<file path="src/common/iopd_pkg.sv">
// Purpose: constants for the port direction and pin sharing block
// Assumes: registers reached over a plain strobe port, byte data
// Notes: offsets are byte addresses in the special register space
// Function
// - direction bit 0 input, 1 output
// - single-bit set and clear writes supported
// - port 0 bit 4 input only
// - twelve pins over ports 0, 4, 5
// - reset option makes port 0 bit 4 reset
// - oscillator input on bit 3 for clock options other than IHRC
// - oscillator output on bit 2, not IHRC or RC
// - port 4 bit 0 analog channel zero
// - port 4 bits 1-4 analog by select
package iopd_pkg;
    // ****************************************
    // register map
    // ****************************************
    localparam logic [7:0] IOPD_ADDR_P0DIR   = 8'hB8;
    localparam logic [7:0] IOPD_ADDR_P4DIR   = 8'hC4;
    localparam logic [7:0] IOPD_ADDR_P5DIR   = 8'hC5;
    localparam logic [7:0] IOPD_ADDR_BITOP   = 8'hC6;
    localparam logic [7:0] IOPD_ADDR_STATUS  = 8'hC7;
    localparam logic [7:0] IOPD_RST_VAL      = 8'h00;
    // implemented bit masks per port
    localparam logic [7:0] IOPD_P0_MASK      = 8'h0F;
    localparam logic [7:0] IOPD_P4_MASK      = 8'h1F;
    localparam logic [7:0] IOPD_P5_MASK      = 8'h18;
    // bit operation word: [7] set, [6] clear, [5:4] port, [2:0] bit
    localparam int IOPD_BOP_SET  = 7;
    localparam int IOPD_BOP_CLR  = 6;
    localparam int IOPD_BOP_PHI  = 5;
    localparam int IOPD_BOP_PLO  = 4;
    localparam int IOPD_BOP_BHI  = 2;
    localparam logic [1:0] IOPD_PSEL_P0 = 2'h0;
    localparam logic [1:0] IOPD_PSEL_P4 = 2'h1;
    localparam logic [1:0] IOPD_PSEL_P5 = 2'h2;
    // pin positions
    localparam int IOPD_P0_IRQ0  = 0;
    localparam int IOPD_P0_IRQ1  = 1;
    localparam int IOPD_P0_OSCILLATOR_OUT  = 2;
    localparam int IOPD_P0_XIN   = 3;
    localparam int IOPD_P0_RST   = 4;
    localparam int IOPD_P5_T1    = 3;
    localparam int IOPD_P5_T0    = 4;
    localparam int IOPD_P4_PINS  = 5;
    localparam int IOPD_PIN_COUNT = 12;
    localparam logic [2:0] IOPD_CHS_MAX = 3'h4;
    // high clock option encoding
    typedef enum logic [2:0] {
        IOPD_CLK_IHRC = 3'b000,
        IOPD_CLK_RC   = 3'b001,
        IOPD_CLK_32K  = 3'b010,
        IOPD_CLK_4M   = 3'b011,
        IOPD_CLK_12M  = 3'b100
    } iopd_clk_opt_t;
endpackage

</file>
<file path="src/core/iopd_top.sv">
// Purpose: port direction registers and shared pin steering
// Assumes: option straps are static, pins asynchronous to core_clk_i
// Notes: direction and output values are registered before the pads
`timescale 1ns/1ps
module iopd_top
    import iopd_pkg::*;
(
    input  wire logic                    core_clk_i,
    input  wire logic                    rst_n_i,
    input  wire logic [7:0]              addr_i,
    input  wire logic [7:0]              wdata_i,
    input  wire logic                    wr_i,
    input  wire logic                    rd_i,
    output logic [7:0]                   rdata_o,
    input  wire logic                    reset_pin_opt_i,
    input  wire iopd_pkg::iopd_clk_opt_t clk_opt_i,
    input  wire logic                    pin00_irq_enable_i,
    input  wire logic                    pin01_irq_enable_i,
    input  wire logic                    timer0_enable_i,
    input  wire logic                    timer1_enable_i,
    input  wire logic                    timer0_toggle_out_enable_i,
    input  wire logic                    timer1_toggle_out_enable_i,
    input  wire logic                    timer0_pulse_out_enable_i,
    input  wire logic                    timer1_pulse_out_enable_i,
    input  wire logic                    timer0_pulse_output_i,
    input  wire logic                    timer1_pulse_output_i,
    input  wire logic                    timer0_buzzer_output_i,
    input  wire logic                    timer1_buzzer_output_i,
    input  wire logic                    converter_enable_i,
    input  wire logic                    global_channel_enable_i,
    input  wire logic [2:0]              channel_select_i,
    input  wire logic [4:0]              p0_pin_i,
    input  wire logic [4:0]              p4_pin_i,
    input  wire logic [1:0]              p5_pin_i,
    input  wire logic [4:0]              p0_out_val_i,
    input  wire logic [4:0]              p4_out_val_i,
    input  wire logic [1:0]              p5_out_val_i,
    output logic [4:0]                   p0_pin_o,
    output logic [4:0]                   p0_pin_oe_o,
    output logic [4:0]                   p4_pin_o,
    output logic [4:0]                   p4_pin_oe_o,
    output logic [1:0]                   p5_pin_o,
    output logic [1:0]                   p5_pin_oe_o,
    output logic [4:0]                   p0_in_o,
    output logic [4:0]                   p4_in_o,
    output logic [1:0]                   p5_in_o,
    output logic                         ext_irq_zero_input_o,
    output logic                         ext_irq_one_input_o,
    output logic                         ext_reset_n_o,
    output logic                         oscillator_in_sel_o,
    output logic                         oscillator_out_sel_o,
    output logic [4:0]                   analog_channel_sel_o
);
    import iopd_pkg::*;

    // ****************************************
    // register bus
    // ****************************************
    logic [7:0]  p0_dir_q;
    logic [7:0]  p0_dir_d;
    logic [7:0]  p4_dir_q;
    logic [7:0]  p4_dir_d;
    logic [7:0]  p5_dir_q;
    logic [7:0]  p5_dir_d;
    logic [7:0]  rdata_q;
    logic [7:0]  rdata_d;

    wire         sel_p0   = (addr_i == IOPD_ADDR_P0DIR);
    wire         sel_p4   = (addr_i == IOPD_ADDR_P4DIR);
    wire         sel_p5   = (addr_i == IOPD_ADDR_P5DIR);
    wire         sel_bop  = (addr_i == IOPD_ADDR_BITOP);
    wire         sel_stat = (addr_i == IOPD_ADDR_STATUS);
    wire [1:0]   bop_port = wdata_i[IOPD_BOP_PHI:IOPD_BOP_PLO];
    wire [7:0]   bop_bit  = 8'h01 << wdata_i[IOPD_BOP_BHI:0];
    wire         bop_set  = wr_i && sel_bop && wdata_i[IOPD_BOP_SET];
    wire         bop_clr  = wr_i && sel_bop && wdata_i[IOPD_BOP_CLR] && !wdata_i[IOPD_BOP_SET];

    // one bit flips, neighbours untouched; set wins when both given
    function automatic logic [7:0] bit_op(input logic [7:0] cur, input logic [7:0] msk,
                                          input logic hit);
        logic [7:0] r;
        r = cur;
        if (hit && bop_set) begin
            r = cur | bop_bit;
        end else if (hit && bop_clr) begin
            r = cur & ~bop_bit;
        end
        return r & msk;
    endfunction

    // bit 4 of port 0 is masked so it never holds a direction
    assign p0_dir_d = (wr_i && sel_p0) ? (wdata_i & IOPD_P0_MASK)
                    : bit_op(p0_dir_q, IOPD_P0_MASK, bop_port == IOPD_PSEL_P0);
    assign p4_dir_d = (wr_i && sel_p4) ? (wdata_i & IOPD_P4_MASK)
                    : bit_op(p4_dir_q, IOPD_P4_MASK, bop_port == IOPD_PSEL_P4);
    assign p5_dir_d = (wr_i && sel_p5) ? (wdata_i & IOPD_P5_MASK)
                    : bit_op(p5_dir_q, IOPD_P5_MASK, bop_port == IOPD_PSEL_P5);

    // ****************************************
    // input synchronisers
    // ****************************************
    localparam int NIN = IOPD_PIN_COUNT;
    wire  [NIN-1:0] pin_raw = {p5_pin_i, p4_pin_i, p0_pin_i};
    logic [NIN-1:0] s1_q;
    logic [NIN-1:0] s2_q;
    logic [NIN-1:0] s3_q;
    logic [NIN-1:0] in_q;
    logic [NIN-1:0] in_d;

    // change accepted only once stages two and three agree
    genvar gi;
    generate
        for (gi = 0; gi < NIN; gi++) begin : g_in
            assign in_d[gi] = (s2_q[gi] == s3_q[gi]) ? s2_q[gi] : in_q[gi];
        end
    endgenerate

    // ****************************************
    // pin sharing
    // ****************************************
    wire clk_xin  = (clk_opt_i == IOPD_CLK_RC) || (clk_opt_i == IOPD_CLK_32K)
                 || (clk_opt_i == IOPD_CLK_4M) || (clk_opt_i == IOPD_CLK_12M);
    wire clk_oscillator_out = (clk_opt_i == IOPD_CLK_32K) || (clk_opt_i == IOPD_CLK_4M)
                 || (clk_opt_i == IOPD_CLK_12M);
    wire adc_on   = converter_enable_i && global_channel_enable_i;
    logic [4:0] ain_d;
    generate
        for (gi = 0; gi < IOPD_P4_PINS; gi++) begin : g_ain
            // a select above four points at no pin here
            assign ain_d[gi] = adc_on && (channel_select_i == 3'(gi))
                            && (channel_select_i <= IOPD_CHS_MAX);
        end
    endgenerate

    wire t0_pwm = timer0_enable_i && timer0_pulse_out_enable_i;
    wire t0_bz  = timer0_enable_i && timer0_toggle_out_enable_i && !timer0_pulse_out_enable_i;
    wire t1_pwm = timer1_enable_i && timer1_pulse_out_enable_i;
    wire t1_bz  = timer1_enable_i && timer1_toggle_out_enable_i && !timer1_pulse_out_enable_i;

    // port 0: bit 4 never drives; oscillator pins released to the pad
    logic [4:0] p0_oe_d;
    logic [4:0] p0_o_d;
    assign p0_oe_d = {1'b0,
                      p0_dir_q[IOPD_P0_XIN]  && !clk_xin,
                      p0_dir_q[IOPD_P0_OSCILLATOR_OUT] && !clk_oscillator_out,
                      p0_dir_q[1:0]};
    assign p0_o_d  = p0_out_val_i & {1'b0, 4'hF};
    // analog pins lose the digital driver
    logic [4:0] p4_oe_d;
    assign p4_oe_d = p4_dir_q[4:0] & ~ain_d;
    // port 5: peripheral takes the pin and drives it
    logic [1:0] p5_oe_d;
    logic [1:0] p5_o_d;
    assign p5_oe_d = {p5_dir_q[IOPD_P5_T0] || t0_pwm || t0_bz,
                      p5_dir_q[IOPD_P5_T1] || t1_pwm || t1_bz};
    assign p5_o_d  = {t0_pwm ? timer0_pulse_output_i : (t0_bz ? timer0_buzzer_output_i
                                                              : p5_out_val_i[1]),
                      t1_pwm ? timer1_pulse_output_i : (t1_bz ? timer1_buzzer_output_i
                                                              : p5_out_val_i[0])};
    wire [4:0] p0_in_w = in_q[4:0];
    wire [4:0] p4_in_w = in_q[9:5];
    wire [1:0] p5_in_w = in_q[11:10];

    // pin still readable as port input while it feeds the interrupt
    wire irq0_d = pin00_irq_enable_i ? p0_in_w[IOPD_P0_IRQ0] : 1'b1;
    wire irq1_d = pin01_irq_enable_i ? p0_in_w[IOPD_P0_IRQ1] : 1'b1;
    wire rstn_d = reset_pin_opt_i ? p0_in_w[IOPD_P0_RST] : 1'b1;
    // with the reset option the port bit reads as one
    wire [4:0] p0_rd = {reset_pin_opt_i | p0_in_w[IOPD_P0_RST], p0_in_w[3:0]};

    wire [7:0] status_w = {1'b0, clk_oscillator_out, clk_xin, adc_on, reset_pin_opt_i, t0_pwm,
                           t1_pwm, 1'b0};
    assign rdata_d = !rd_i ? IOPD_RST_VAL
                   : sel_p0   ? p0_dir_q
                   : sel_p4   ? p4_dir_q
                   : sel_p5   ? p5_dir_q
                   : sel_stat ? status_w
                   : IOPD_RST_VAL;

    // ****************************************
    // registers
    // ****************************************
    logic [4:0] p0_oe_q;
    logic [4:0] p0_o_q;
    logic [4:0] p4_oe_q;
    logic [4:0] p4_o_q;
    logic [1:0] p5_oe_q;
    logic [1:0] p5_o_q;
    logic [4:0] p0_in_q;
    logic [4:0] p4_in_q;
    logic [1:0] p5_in_q;
    logic       irq0_q;
    logic       irq1_q;
    logic       rstn_q;
    logic       xin_q;
    logic       oscillator_out_q;
    logic [4:0] ain_q;

    always_ff @(posedge core_clk_i) begin
        if (!rst_n_i) begin
            p0_dir_q <= IOPD_RST_VAL;
            p4_dir_q <= IOPD_RST_VAL;
            p5_dir_q <= IOPD_RST_VAL;
            rdata_q  <= IOPD_RST_VAL;
        end else begin
            p0_dir_q <= p0_dir_d;
            p4_dir_q <= p4_dir_d;
            p5_dir_q <= p5_dir_d;
            rdata_q  <= rdata_d;
        end
    end

    always_ff @(posedge core_clk_i) begin
        if (!rst_n_i) begin
            s1_q <= '0;
            s2_q <= '0;
            s3_q <= '0;
            in_q <= '0;
        end else begin
            s1_q <= pin_raw;
            s2_q <= s1_q;
            s3_q <= s2_q;
            in_q <= in_d;
        end
    end

    always_ff @(posedge core_clk_i) begin
        if (!rst_n_i) begin
            p0_oe_q <= '0;
            p0_o_q  <= '0;
            p4_oe_q <= '0;
            p4_o_q  <= '0;
            p5_oe_q <= '0;
            p5_o_q  <= '0;
        end else begin
            p0_oe_q <= p0_oe_d;
            p0_o_q  <= p0_o_d;
            p4_oe_q <= p4_oe_d;
            p4_o_q  <= p4_out_val_i;
            p5_oe_q <= p5_oe_d;
            p5_o_q  <= p5_o_d;
        end
    end

    always_ff @(posedge core_clk_i) begin
        if (!rst_n_i) begin
            p0_in_q <= '0;
            p4_in_q <= '0;
            p5_in_q <= '0;
            irq0_q  <= 1'b1;
            irq1_q  <= 1'b1;
            rstn_q  <= 1'b1;
            xin_q   <= 1'b0;
            oscillator_out_q  <= 1'b0;
            ain_q   <= '0;
        end else begin
            p0_in_q <= p0_rd;
            p4_in_q <= p4_in_w;
            p5_in_q <= p5_in_w;
            irq0_q  <= irq0_d;
            irq1_q  <= irq1_d;
            rstn_q  <= rstn_d;
            xin_q   <= clk_xin;
            oscillator_out_q  <= clk_oscillator_out;
            ain_q   <= ain_d;
        end
    end

    assign rdata_o              = rdata_q;
    assign p0_pin_o             = p0_o_q;
    assign p0_pin_oe_o          = p0_oe_q;
    assign p4_pin_o             = p4_o_q;
    assign p4_pin_oe_o          = p4_oe_q;
    assign p5_pin_o             = p5_o_q;
    assign p5_pin_oe_o          = p5_oe_q;
    assign p0_in_o              = p0_in_q;
    assign p4_in_o              = p4_in_q;
    assign p5_in_o              = p5_in_q;
    assign ext_irq_zero_input_o = irq0_q;
    assign ext_irq_one_input_o  = irq1_q;
    assign ext_reset_n_o        = rstn_q;
    assign oscillator_in_sel_o  = xin_q;
    assign oscillator_out_sel_o = oscillator_out_q;
    assign analog_channel_sel_o = ain_q;
endmodule

</file>
<file path="config.mk">
export PLATFORM = sky130hd
export DESIGN_NAME = iopd_top
export DESIGN_NICKNAME = d
export VERILOG_FILES = /design/src/common/iopd_pkg.sv /design/src/core/iopd_top.sv
export SDC_FILE = /design/constraint.sdc
export NUM_CORES = 1
export LEC_CHECK = 0
export CORE_MARGIN = 4
export CORE_UTILIZATION = 55
export CTS_CLUSTER_DIAMETER = 30
export DETAILED_ROUTE_END_ITERATION = 6
export DONT_BUFFER_PORTS = 1
export PLACE_DENSITY = 0.81
export REMOVE_ABC_BUFFERS = 1
export SETUP_SLACK_MARGIN = 0.4
export SYNTH_ARGS = -nofsm -noshare
export SYNTH_HDL_FRONTEND = slang
export SYNTH_SLANG_ARGS = --single-unit
</file>
<file path="constraint.sdc">
create_clock -name core_clk_i -period 3.14 [get_ports core_clk_i]
set_clock_uncertainty 0.2 [all_clocks]
set_input_delay 0.628 -clock core_clk_i [delete_from_list [all_inputs] [get_ports core_clk_i]]
set_output_delay 0.628 -clock core_clk_i [all_outputs]
set_load 0.1 [all_outputs]
</file>
# == Word-level counts from Yosys, hierarchy flattened ==
# Cells that the tools add are included.
# word_totals
ff_bits,116
word_cells,148
# op_classes
order_cmp,1
n_eq_ne,27
reduce_logical,55
n_shift,1
mux,17
bitwise,10
# ops
operator,count
$eq 8x8->1 const B,5
$logic_and 1x1->1,32
$mux 5,6
$mux 7,4
$and 5x5->5,3
$eq 1x1->1,12
$eq 3x2->1 const B,4
$mux 4,3
$not 5->5,2
$or 5x5->5,2
$logic_or 1x1->1,9
$reduce_bool 3->1,3
$reduce_and 2->1,4
$eq 3x1->1 const B,2
$eq 3x3->1 const B,2
$logic_not 1->1,5
$shl 1x3->5 const A,1
$and 4x4->4,1
$mux 1,4
$or 4x4->4,1
$le 3x3->1 const B,1
$logic_not 3->1,1
$eq 2x1->1 const B,1
$eq 2x2->1 const B,1
2 further kinds,2

# == Longest topological paths before layout ==
# Gate-level depths: netlist of run 1.
# logic_depth
ltp_word,8
depth_mapped,6

# == Least setup slack after synthesis of run 1 ==
# No wires, ideal clock.
# synth_path
path_type,input-to-reg
from,input addr_i[3]
to,register (tool-made name)
required_ns,2.823
setup_ns,0.117
arrival_ns,2.098
path_stages,5
setup_slack_ns,0.724
path_cell_list,or4b_4 -> or3_1 -> clkbuf_2 -> o21a_4 -> a32o_1
# synth_lines
item,line,text
from (decl),iopd_top.sv:10,"input wire logic [7:0] addr_i,"

# == Worst setup path in the final report of run 1 ==
# layout_path
from,register rdata_q[4] (netlist: rdata_o[4])
to,output rdata_o[4]
# layout_lines
item,line,text
from (decl),iopd_top.sv:65,logic [7:0] rdata_q;
from (signal assigned),iopd_top.sv:209,rdata_q <= rdata_d;
to (decl),iopd_top.sv:14,"output logic [7:0] rdata_o,"
# No word-level cell between the ends.

==> impl_metrics.sql, run 1 <==
INSERT INTO impl_metrics (metric_group, metric, value, unit) VALUES
('synthesis', 'synth_warnings', '0', ''),
('worst_setup_path', 'setup.worst_path.class', 'flop to primary output', ''),
('placement', 'dpl_worst_slack', '0.6239', 'ns'),
('power', 'finalPower', '0.002502', 'W'),
('clock_tree', 'cts-root-to-sink-buffers', '2', ''),
('synthesis', 'gate_count_post_synth', '394', ''),
('layout', 'finalNetCount', '451', ''),
('clock_tree', 'cts-buffers-inserted', '9', ''),
('worst_setup_path', 'regToRegSetupSlack', '1.84', 'ns'),
('timing', 'slew_headroom', '33.60', '%'),
('power', 'power.static_leakage', '1.495', 'nW'),
('layout', 'area_growth', '5.903', '%'),
('clock_tree', 'tritoncts', 'yes', ''),
('run_status', 'status', 'finished clean', ''),
('hold_path', 'worstHoldPathType', 'input port to flop', ''),
('worst_setup_path', 'timing.critical_path.fanout_max', '1', ''),
('timing', 'setup_viol', '0', ''),
('synthesis', 'asyncSetResetFlopFracSynth', '0', '%'),
('placement', 'half_perimeter_wire_length_after_detailed_placement', '5.552', 'mm'),
('synthesis', 'ys_dominant_reg_cell', 'dfxtp_1', ''),
('global_routing', 'globalRouteTotalUtil', '18.90', '%'),
('floorplan', 'ios', '119', ''),
('global_routing', 'antenna_found_initial', '0', ''),
('layout', 'fraction_of_final_layout_cells_sized_beyond_drive_strength_1', '5.371', '%'),
('floorplan', 'initial_standard_cell_utilization_of_the_core', '56.46', '%'),
('floorplan', 'fp.dieW', '91.29', 'µm'),
('worst_setup_path', 'timing.critical_path.from_type', 'flop', ''),
('worst_setup_path', 'critical_path.endpoint_type', 'primary output', ''),
('routing', 'detailedRoute.firstIterationViolations', '142', ''),
('timing', 'crit_path_time_final', '2.181', 'ns'),
('timing', 'setup_repair_after_global_routing_missed_its_margin', 'false', ''),
('power', 'switching_power', '0.0006548', 'W'),
('power', 'seqPwrFrac', '62.0', '%'),
('synthesis', 'syn-mean-instance-area', '9.683', 'µm²'),
('power', 'power.share.clock', '34.2', '%'),
('timing', 'worst_slew_pin_slew', '0.9947', 'ns'),
('global_routing', 'busiest_layer', 'met2', ''),
('timing', 'final-max-slew-violation-count', '0', ''),
('clock_tree', 'clkTransAtPathRegs', '0.10', 'ns'),
('global_routing', 'grt_pass1_wl', '12.26', 'mm'),
('worst_setup_path', 'worstPathArrival', '1.35', 'ns'),
('placement', 'gp_congestion', '0.9457', ''),
('power', 'swShare', '26.17', '%'),
('routing', 'detail_route.drc_violations', '0', ''),
('worst_setup_path', 'worstSetupStartpoint', 'rdata_o[4]', ''),
('global_routing', 'globalRouteOverflowTotal', '0', ''),
('routing', 'wire_length_per_cell', '16.60', 'µm'),
('routing', 'dr.pass1.iters', '5', ''),
('routing', 'via_per_inst', '5.730', ''),
('flow_run', 'max_cap_violations', '0', ''),
('global_routing', 'vias_in_the_first_global_route', '2509', ''),
('clock_tree', 'post_cts_resized', '0', ''),
('clock_tree', 'post_cts_hold_buffer_count', '0', ''),
('synthesis', 'mappedNetlistArea', '3815', 'µm²'),
('worst_setup_path', 'path_depth', '0', ''),
('global_routing', 'grt_use_met1', '21.19', '%'),
('routing', 'detail_route_antenna_nets', '0', ''),
('timing', 'fmax', '458.6', 'MHz'),
('synthesis', 'post_synth_num_cell_types', '44', ''),
('synthesis', 'synth.ff_latch_count', '110', ''),
('floorplan', 'die_h', '91.29', 'µm'),
('global_routing', 'grtUsageMet2', '32.62', '%'),
('placement', 'io_buffers', '0', ''),
('power', 'power_frac_comb', '3.8', '%'),
('clock_tree', 'cts.sink_count', '110', ''),
('global_routing', 'grt_start_max_net_pins', '80', ''),
('layout', 'antenna-diode-count', '0', ''),
('power', 'intPower', '0.001847', 'W'),
('power', 'worst_ir_drop_on_vdd', '0.0002205', 'V'),
('synthesis', 'synth-edff-count', '0', ''),
('power', 'power_per_cell_area', '619.2', 'nW/µm²');
-- through the flow --
stage / cell area [µm²] / util (%) / cells
finish: 4040 / 59.80 / 471
global route: 4040 / 59.80 / 471
CTS: 4040 / 59.80 / 471
detailed placement: 3834 / 56.74 / 455
global placement: 3834 / 56.74 / 455
floorplan: 3726 / - / 374
-- worst min path at each step --
stage / from / endpoint / slack, ns / cells after the start
6_report: addr_i[0] / rdata_o[0] / 0.13 / 1
5_1_grt: addr_i[0] / rdata_o[0] / 0.11 / 1
4_1_cts: addr_i[0] / rdata_o[0] / 0.11 / 1
3_5_place_dp: s1_q[10] / s2_q[10] / 0.22 / 1
3_3_place_gp: s1_q[0] / s2_q[0] / 0.22 / 1
2_1_floorplan: s1_q[0] / s2_q[0] / 0.21 / 1
-- registers in the layout, summed over array words and instances, names as in the netlist, named ones only --
name / count
analog_channel_sel_o: 5
ext_irq_one_input_o: 1
ext_irq_zero_input_o: 1
ext_reset_n_o: 1
in_q: 12
oscillator_in_sel_o: 1
oscillator_out_sel_o: 1
p0_in_o: 5
p0_pin_o: 4
p0_pin_oe_o: 4
p4_in_o: 5
p4_pin_o: 5
p4_pin_oe_o: 5
p5_in_o: 2
p5_pin_o: 2
p5_pin_oe_o: 2
rdata_o: 7
s1_q: 12
s2_q: 12
s3_q: 12
-- routing by layer --
layer	vias to the layer above	wire, µm
li1	1338	-
met3	16	546
met1	1252	3167
met4	0	170
met5	-	0
met2	93	3934
-- synth_stat cells, types with 2 or more instances --
cell type | number | share of area, %
o41ai_1 | 3 | 0.69
nand3b_1 | 6 | 1.2
a32o_1 | 5 | 1.3
o221ai_1 | 2 | 0.46
or3_1 | 3 | 0.49
buf_4 | 3 | 0.59
a31oi_1 | 5 | 0.82
nor2_1 | 22 | 2.2
o31ai_1 | 4 | 0.79
o22ai_1 | 7 | 1.1
o211a_1 | 3 | 0.79
and3_1 | 5 | 0.82
nand3_1 | 13 | 1.7
nand2_1 | 25 | 2.5
nand4b_1 | 5 | 1.1
o21ai_0 | 24 | 3.1
a22oi_1 | 2 | 0.39
nor4_1 | 3 | 0.49
nor3_1 | 10 | 1.3
nand2b_1 | 7 | 1.1
nand4_1 | 2 | 0.33
clkbuf_1 | 16 | 1.6
and2_1 | 58 | 9.5
dfxtp_1 | 110 | 58
inv_1 | 13 | 1.3
a21oi_1 | 20 | 2.6
-- power groups by stage --
stage	clock [W]	sequential [W]	combinational (W)
3_3_place_gp	0	0.00158	0.0000911
4_1_cts	0.000877	0.00155	0.0000947
3_5_place_dp	0	0.00158	0.0000942
5_1_grt	0.000927	0.00156	0.000106
6_report	0.000856	0.00155	0.0000944
2_1_floorplan	0	0.00158	0.0000797
-- cells in the final DEF (no fill, tap or decap), types with 2 or more instances in the layout --
cell type  count
a31oi_1        5
o211a_1        3
nand3_1       13
nand3b_1       6
nand4b_1       5
o221ai_1       2
and2_1        58
inv_8          2
o22ai_1        7
o21ai_0       24
a32o_1         5
nand4_1        2
a22oi_1        2
clkbuf_8       9
and3_1         5
o41ai_1        3
dfxtp_1      110
a21oi_1       20
conb_1         3
inv_1         13
nor2_1        22
clkinv_4       2
nand2b_1       7
nand2_1       25
or3_1          3
o31ai_1        4
nor3_1        10
nor4_1         3
-- area by class of cell --
| class | instances | area, µm² |
|---|---|---|
| flip-flops and latches | 110 | 2202 |
| multi-input cells | 251 | 1475 |
| clock buffers | 9 | 123.9 |
| inverters | 13 | 48.80 |
| well taps | 80 | 100.1 |
| repair buffers | 1 | 7.507 |
| clock inverters | 7 | 82.58 |
| fillers | 544 | 2716 |
-- logic make-up (layout without fill, tap and decap cells) --
group | after synthesis | in the layout | synth area share [%]
compound gates | 80 | 80 | 13.45
other cells | 1 | 3 | 0.09830
simple gates | 165 | 165 | 24.14
mux | 2 | 2 | 0.5575
flops | 110 | 110 | 57.72
buf+inv | 35 | 30 | 3.804
xor+xnor | 1 | 1 | 0.2296
Note: power is estimated with default switching activity, not from simulation.
==> run 2, diff against run 1 <==
--- a/config.mk
+++ b/config.mk
@@ -10,7 +10,7 @@
 export CTS_CLUSTER_DIAMETER = 30
 export DETAILED_ROUTE_END_ITERATION = 6
 export DONT_BUFFER_PORTS = 1
-export PLACE_DENSITY = 0.81
+export PLACE_DENSITY = 0.84
 export REMOVE_ABC_BUFFERS = 1
 export SETUP_SLACK_MARGIN = 0.4
 export SYNTH_ARGS = -nofsm -noshare
==> constraint.sdc (replaced) <==
create_clock -name core_clk_i -period 1.9 [get_ports core_clk_i]
set_clock_uncertainty 0.2 [all_clocks]
set_input_delay 0.38 -clock core_clk_i [delete_from_list [all_inputs] [get_ports core_clk_i]]
set_output_delay 0.38 -clock core_clk_i [all_outputs]
set_load 0.1 [all_outputs]
==> impl_metrics.sql, run 2 (synthesis gave the netlist of run 1 again) <==
INSERT INTO impl_metrics (metric_group, metric, value, unit) VALUES
('worst_setup_path', 'worstPathArrival', '1.87', 'ns'),
('routing', 'wire_length_per_cell', '26.87', 'µm'),
('clock_tree', 'clkLatencyLatePin', '0.39', 'ns'),
('timing', 'fin_crit_sh', '95.10', '%'),
('worst_setup_path', 'critical_path.max_stage_delay', '0.54', 'ns'),
('global_routing', 'globalRouteOverflowTotal', '0', ''),
('clock_tree', 'root_buffer', 'clkbuf_8', ''),
('routing', 'num_vias', '3900', ''),
('floorplan', 'num_rows', '30', ''),
('global_routing', 'grt_pass1_wl', '21.90', 'mm'),
('placement', 'io_buffers', '0', ''),
('routing', 'detailedRoute.firstIterationViolations', '351', ''),
('power', 'power_per_cell_area', '796.4', 'nW/µm²'),
('floorplan', 'die_area', '8333', 'µm²'),
('routing', 'detail_route.drc_violations', '0', ''),
('timing', 'setup_total_neg_slack', '0', 'ns'),
('worst_setup_path', 'crit_family', 'simple AND/OR/NAND/NOR gates', ''),
('hold_path', 'worstHoldPathType', 'input port to flop', ''),
('global_routing', 'globalRouteTotalUtil', '34.24', '%'),
('timing', 'worst_slew_pin_slew', '0.5746', 'ns'),
('layout', 'seqCellArea', '2266', 'µm²'),
('placement', 'gp_congestion', '0.9107', ''),
('placement', 'half_perimeter_wire_length_after_detailed_placement', '5.882', 'mm'),
('timing', 'final.hold.worst_slack', '-0.01574', 'ns'),
('floorplan', 'ios', '119', ''),
('run_status', 'status', 'finished with violations', ''),
('timing', 'setup_viol', '0', ''),
('layout', 'antenna-diode-count', '0', ''),
('clock_tree', 'cts-buffers-inserted', '9', ''),
('layout', 'multi_input_area', '1541', 'µm²'),
('worst_setup_path', 'timing.critical_path.from_type', 'input port', ''),
('placement', 'dpl_worst_slack', '-0.3226', 'ns'),
('global_routing', 'antenna_found_initial', '0', ''),
('clock_tree', 'cts.sink_count', '110', ''),
('worst_setup_path', 'required', '1.97', 'ns'),
('routing', 'via_per_inst', '6.621', ''),
('run_status', 'violations', 'hold timing', ''),
('worst_setup_path', 'slowest_stage', 'or4b_4', ''),
('routing', 'dr.pass1.iters', '7', ''),
('layout', 'fillers', '233', ''),
('worst_setup_path', 'critical_path.n_buffers_inverters', '0', ''),
('worst_setup_path', 'timing.critical_path.fanout_max', '6', ''),
('clock_tree', 'tritoncts', 'yes', ''),
('timing', 'setup_repair_after_global_routing_missed_its_margin', 'true', ''),
('global_routing', 'vias_in_the_first_global_route', '3876', ''),
('routing', 'drt_wl_total', '15.83', 'mm'),
('floorplan', 'initial_standard_cell_utilization_of_the_core', '56.46', '%'),
('floorplan', 'die_h', '91.29', 'µm'),
('timing', 'hold_viol', '1', ''),
('floorplan', 'fp.dieW', '91.29', 'µm'),
('timing', 'finalWorstSetupSlack', '0.09304', 'ns'),
('worst_setup_path', 'cp_cell_sequence', 'or4b_4, or3_4, o21a_4, a32o_1', ''),
('global_routing', 'grt_start_max_net_pins', '53', ''),
('routing', 'detail_route_antenna_nets', '0', ''),
('clock_tree', 'clkTransAtPathRegs', '0.11', 'ns'),
('clock_tree', 'cts-root-to-sink-buffers', '2', ''),
('timing', 'final-max-slew-violation-count', '0', ''),
('power', 'worst_ir_drop_on_vdd', '0.0004591', 'V'),
('layout', 'finalNetCount', '569', ''),
('timing', 'crit_path_time_final', '1.807', 'ns'),
('clock_tree', 'cts-htree-levels', '3', ''),
('layout', 'layout.cells.most_common_list', '59 x dfxtp_1, 58 x and2_1, 54 x dlygate4sd3_1', ''),
('timing', 'slew_headroom', '61.40', '%'),
('layout', 'final_common_cell', 'dfxtp_1', ''),
('layout', 'area_growth', '54.41', '%'),
('flow_run', 'max_cap_violations', '0', ''),
('worst_setup_path', 'critical_path.endpoint_type', 'flop', ''),
('worst_setup_path', 'setup.worst_path.class', 'input port to flop', ''),
('floorplan', 'coreArea', '6756', 'µm²'),
('power', 'power.static_leakage', '2.337', 'nW'),
('timing', 'fmax', '553.4', 'MHz'),
('layout', 'final_core_utilization', '87.19', '%'),
('layout', 'fraction_of_final_layout_cells_sized_beyond_drive_strength_1', '28.68', '%');
[run 2: cell count changes in the layout (fill, tap and decap cells not counted), sizes merged]
cell	delta
dlymetal6s4s	+2
dlygate4sd3	+54
clkinvlp	+1
buf	+62
clkinv	-2
bufinv	+1
[run 2: power breakdown]
group          switching (W)  total [W]  leakage, nW  internal, W
clock network       0.000917    0.00168        0.109     0.000765
logic               0.000368   0.000597         1.31     0.000229
registers          0.0000461    0.00241        0.918      0.00237
total                0.00133    0.00469         2.34      0.00336
[run 2: worst reg2reg max path, delay by kind of cell (launching register included)]
kind / cells / cell delay, ns
muxes: 1 / 0.28
AOI/OAI and AO/OA: 2 / 0.48
and+or+nand+nor: 1 / 0.09
DFF: 1 / 0.34
[run 2: per-layer routing]
metal  vias up  global-route usage (%)  share of wire (%)
li1       1579                       -                  -
met1      1848                   38.27                 35
met2       375                   59.41                 48
met3        98                   9.693                 11
met4         0                   16.96                6.3
met5         -                       0                  0
[run 2: area by class of cell]
cell class	count	share of cell area, %
tap	80	1.699
clock inverter	7	1.805
clock buffer	9	2.103
multi-input combinational	251	26.17
sequential	110	38.47
inverter	13	0.8284
timing repair buffer	119	28.93
[run 2: timing repair]
item	in CTS	in global routing
buffers inserted	1	3
pin swaps	2	5
gates resized for setup	191	36
endpoints found under the hold margin	88	2
hold buffers	58	1
setup endpoints to repair	63	66
[run 2: metrics by stage]
| step | power (W) | std cells | hold WS [ns] | instance area (µm²) |
|---|---|---|---|---|
| 3_3_place_gp | 0.002811 | 512 | 0.2153 | 4262 |
| 5_1_grt | 0.004749 | 589 | 0.01999 | 5891 |
| 6_report | 0.004691 | 589 | -0.01574 | 5891 |
| 3_5_place_dp | 0.002816 | 512 | 0.2212 | 4262 |
| 2_1_floorplan | 0.002743 | 374 | 0.2118 | 3726 |
| 4_1_cts | 0.004522 | 587 | 0.002707 | 5784 |
[run 2: worst paths after layout]
path | start | endpoint | slack (ns) | cells after the start
worst min register to register | flop | flop | 0.28 | 2
worst max register to register | flop | rdata_o[3] | 0.39 | 4
worst max-delay path | addr_i[3] | flop | 0.09 | 4
worst min-delay path | wdata_i[4] | flop | -0.02 | 2
==> run 3, diff against run 2 <==
--- a/config.mk
+++ b/config.mk
@@ -10,7 +10,7 @@
 export CTS_CLUSTER_DIAMETER = 30
 export DETAILED_ROUTE_END_ITERATION = 6
 export DONT_BUFFER_PORTS = 1
-export PLACE_DENSITY = 0.84
+export PLACE_DENSITY = 0.81
 export REMOVE_ABC_BUFFERS = 1
 export SETUP_SLACK_MARGIN = 0.4
 export SYNTH_ARGS = -nofsm -noshare
==> impl_metrics.sql, run 3 (synthesis gave the netlist of run 1 again) <==
INSERT INTO impl_metrics (metric_group, metric, value, unit) VALUES
('run_status', 'status', 'finished clean', ''),
('worst_setup_path', 'timing.critical_path.from_type', 'input port', ''),
('power', 'seqPwrFrac', '55.5', '%'),
('floorplan', 'fp.dieW', '91.29', 'µm'),
('routing', 'dr.pass1.iters', '7', ''),
('clock_tree', 'tritoncts', 'yes', ''),
('power', 'power_frac_comb', '13.4', '%'),
('routing', 'num_vias', '3648', ''),
('timing', 'worst_slew_pin_slew', '0.6147', 'ns'),
('power', 'power.static_leakage', '2.280', 'nW'),
('global_routing', 'globalRouteTotalUtil', '31.59', '%'),
('global_routing', 'grt_start_max_net_pins', '54', ''),
('flow_run', 'max_cap_violations', '0', ''),
('routing', 'detail_route.drc_violations', '0', ''),
('worst_setup_path', 'critical_path.max_stage_delay', '0.53', 'ns'),
('power', 'power_per_cell_area', '749.7', 'nW/µm²'),
('worst_setup_path', 'setup.worst_path.class', 'input port to flop', ''),
('layout', 'layout.cells.most_common_list', '59 x dfxtp_1, 58 x and2_1, 52 x dlygate4sd3_1, 52 x buf_12, 51 x dfxtp_2', ''),
('routing', 'wire_length_per_cell', '23.58', 'µm'),
('timing', 'setup_viol', '0', ''),
('placement', 'gp_congestion', '0.9137', ''),
('worst_setup_path', 'crit_family', 'simple AND/OR/NAND/NOR gates', ''),
('global_routing', 'globalRouteOverflowTotal', '0', ''),
('timing', 'slew_headroom', '58.70', '%'),
('timing', 'fin_crit_sh', '94.16', '%'),
('timing', 'hold_viol', '0', ''),
('layout', 'fraction_of_final_layout_cells_sized_beyond_drive_strength_1', '27.92', '%'),
('worst_setup_path', 'cp_cell_sequence', 'or4b_4, or3_4, o21a_4, a32o_1', ''),
('timing', 'crit_path_time_final', '1.789', 'ns'),
('clock_tree', 'cts-htree-levels', '3', ''),
('routing', 'drt_wl_total', '13.82', 'mm'),
('layout', 'final_common_cell', 'dfxtp_1', ''),
('worst_setup_path', 'timing.critical_path.fanout_max', '7', ''),
('global_routing', 'grt_pass1_wl', '20.49', 'mm'),
('routing', 'via_per_inst', '6.225', ''),
('power', 'power.share.clock', '31.0', '%'),
('timing', 'setup_repair_after_global_routing_missed_its_margin', 'true', ''),
('worst_setup_path', 'slowest_stage', 'or4b_4', ''),
('routing', 'detail_route_antenna_nets', '0', ''),
('global_routing', 'vias_in_the_first_global_route', '3768', ''),
('timing', 'fmax', '558.9', 'MHz'),
('layout', 'area_growth', '51.69', '%'),
('hold_path', 'worstHoldPathType', 'input port to flop', ''),
('worst_setup_path', 'critical_path.n_buffers_inverters', '0', ''),
('power', 'intPower', '0.003094', 'W'),
('power', 'worst_ir_drop_on_vdd', '0.0004127', 'V'),
('routing', 'detailedRoute.firstIterationViolations', '279', ''),
('timing', 'final.hold.worst_slack', '0.02574', 'ns'),
('clock_tree', 'cts.sink_count', '110', ''),
('clock_tree', 'cts-buffers-inserted', '9', ''),
('clock_tree', 'root_buffer', 'clkbuf_8', ''),
('power', 'switching_power', '0.001244', 'W'),
('worst_setup_path', 'worstPathArrival', '1.85', 'ns'),
('global_routing', 'antenna_found_initial', '0', ''),
('floorplan', 'initial_standard_cell_utilization_of_the_core', '56.46', '%'),
('clock_tree', 'clkTransAtPathRegs', '0.10', 'ns'),
('floorplan', 'coreArea', '6756', 'µm²'),
('floorplan', 'ios', '119', ''),
('worst_setup_path', 'required', '1.96', 'ns'),
('placement', 'half_perimeter_wire_length_after_detailed_placement', '5.872', 'mm'),
('floorplan', 'num_rows', '30', ''),
('power', 'swShare', '28.68', '%'),
('floorplan', 'die_area', '8333', 'µm²'),
('layout', 'final_core_utilization', '85.65', '%'),
('worst_setup_path', 'critical_path.endpoint_type', 'flop', ''),
('floorplan', 'die_h', '91.29', 'µm'),
('placement', 'io_buffers', '0', ''),
('layout', 'finalNetCount', '565', ''),
('timing', 'final-max-slew-violation-count', '0', ''),
('clock_tree', 'clkLatencyLatePin', '0.37', 'ns'),
('clock_tree', 'cts-root-to-sink-buffers', '2', '');
run 3: changes by cell type in the layout (fill, tap and decap cells not counted), sizes merged:
cell / previous run / this run
clkinv: 1 / 4
buf: 63 / 61
bufinv: 2 / 0
dlygate4sd3: 54 / 52
clkinvlp: 2 / 1
diode: 0 / 1
run 3: final cells by class:
class	instances	area, µm²
clock inverters	7	57.56
repair buffers	115	1658
multi-input cells	251	1530
diodes	1	2.502
clock buffers	9	123.9
flip-flops and latches	110	2266
inverters	13	48.80
well taps	80	100.1
fillers	242	969.7
run 3: repair_timing:
action                     CTS  global route
hold endpoints to repair    88             0
hold buffers                55             0
resized for setup          206            12
pin swaps                    4             7
setup endpoints to repair   63            55
buffers inserted             1             1
run 3: power groups by stage:
| stage | clock [W] | sequential, W | combinational (W) |
|---|---|---|---|
| 2_1_floorplan | 0 | 0.00261 | 0.000132 |
| 3_3_place_gp | 0 | 0.00243 | 0.000380 |
| 3_5_place_dp | 0 | 0.00243 | 0.000383 |
| 4_1_cts | 0.00131 | 0.00240 | 0.000547 |
| 5_1_grt | 0.00141 | 0.00241 | 0.000604 |
| 6_report | 0.00135 | 0.00241 | 0.000583 |
run 3: worst register-to-register path, delay by kind of cell (launching register included):
kind	cells	cell delay [ns]
flops	1	0.35
simple gates	1	0.08
compound gates	2	0.41
mux	1	0.28
run 3: worst paths after layout:
kind | start | endpoint | slack (ns) | cells after the start
worst max-delay path | addr_i[3] | flop | 0.11 | 4
worst min-delay path | addr_i[0] | rdata_o[4] | 0.03 | 2
worst max register to register | flop | rdata_o[3] | 0.46 | 4
worst min register to register | s1_q[11] | s2_q[11] | 0.25 | 1
run 3: metal layers:
metal / vias up / track usage [%] / share of wire [%]
li1: 1569 / - / -
met4: 0 / 15.95 / 6.2
met2: 291 / 56.65 / 50
met3: 73 / 8.202 / 8.2
met5: - / 0 / 0
met1: 1715 / 34.09 / 35
run 3: metrics by stage:
step                total power [W]  TNS (ns)  setup slack (ns)  instances  area, µm²
floorplan                  0.002743    -3.511           -0.4217        374       3726
global placement           0.002811    -2.549           -0.3043        512       4262
detailed placement         0.002816    -2.796           -0.3256        512       4262
CTS                        0.004254         0            0.1738        584       5725
global route               0.004424         0           0.06383        585       5784
finish                     0.004338         0            0.1109        586       5787
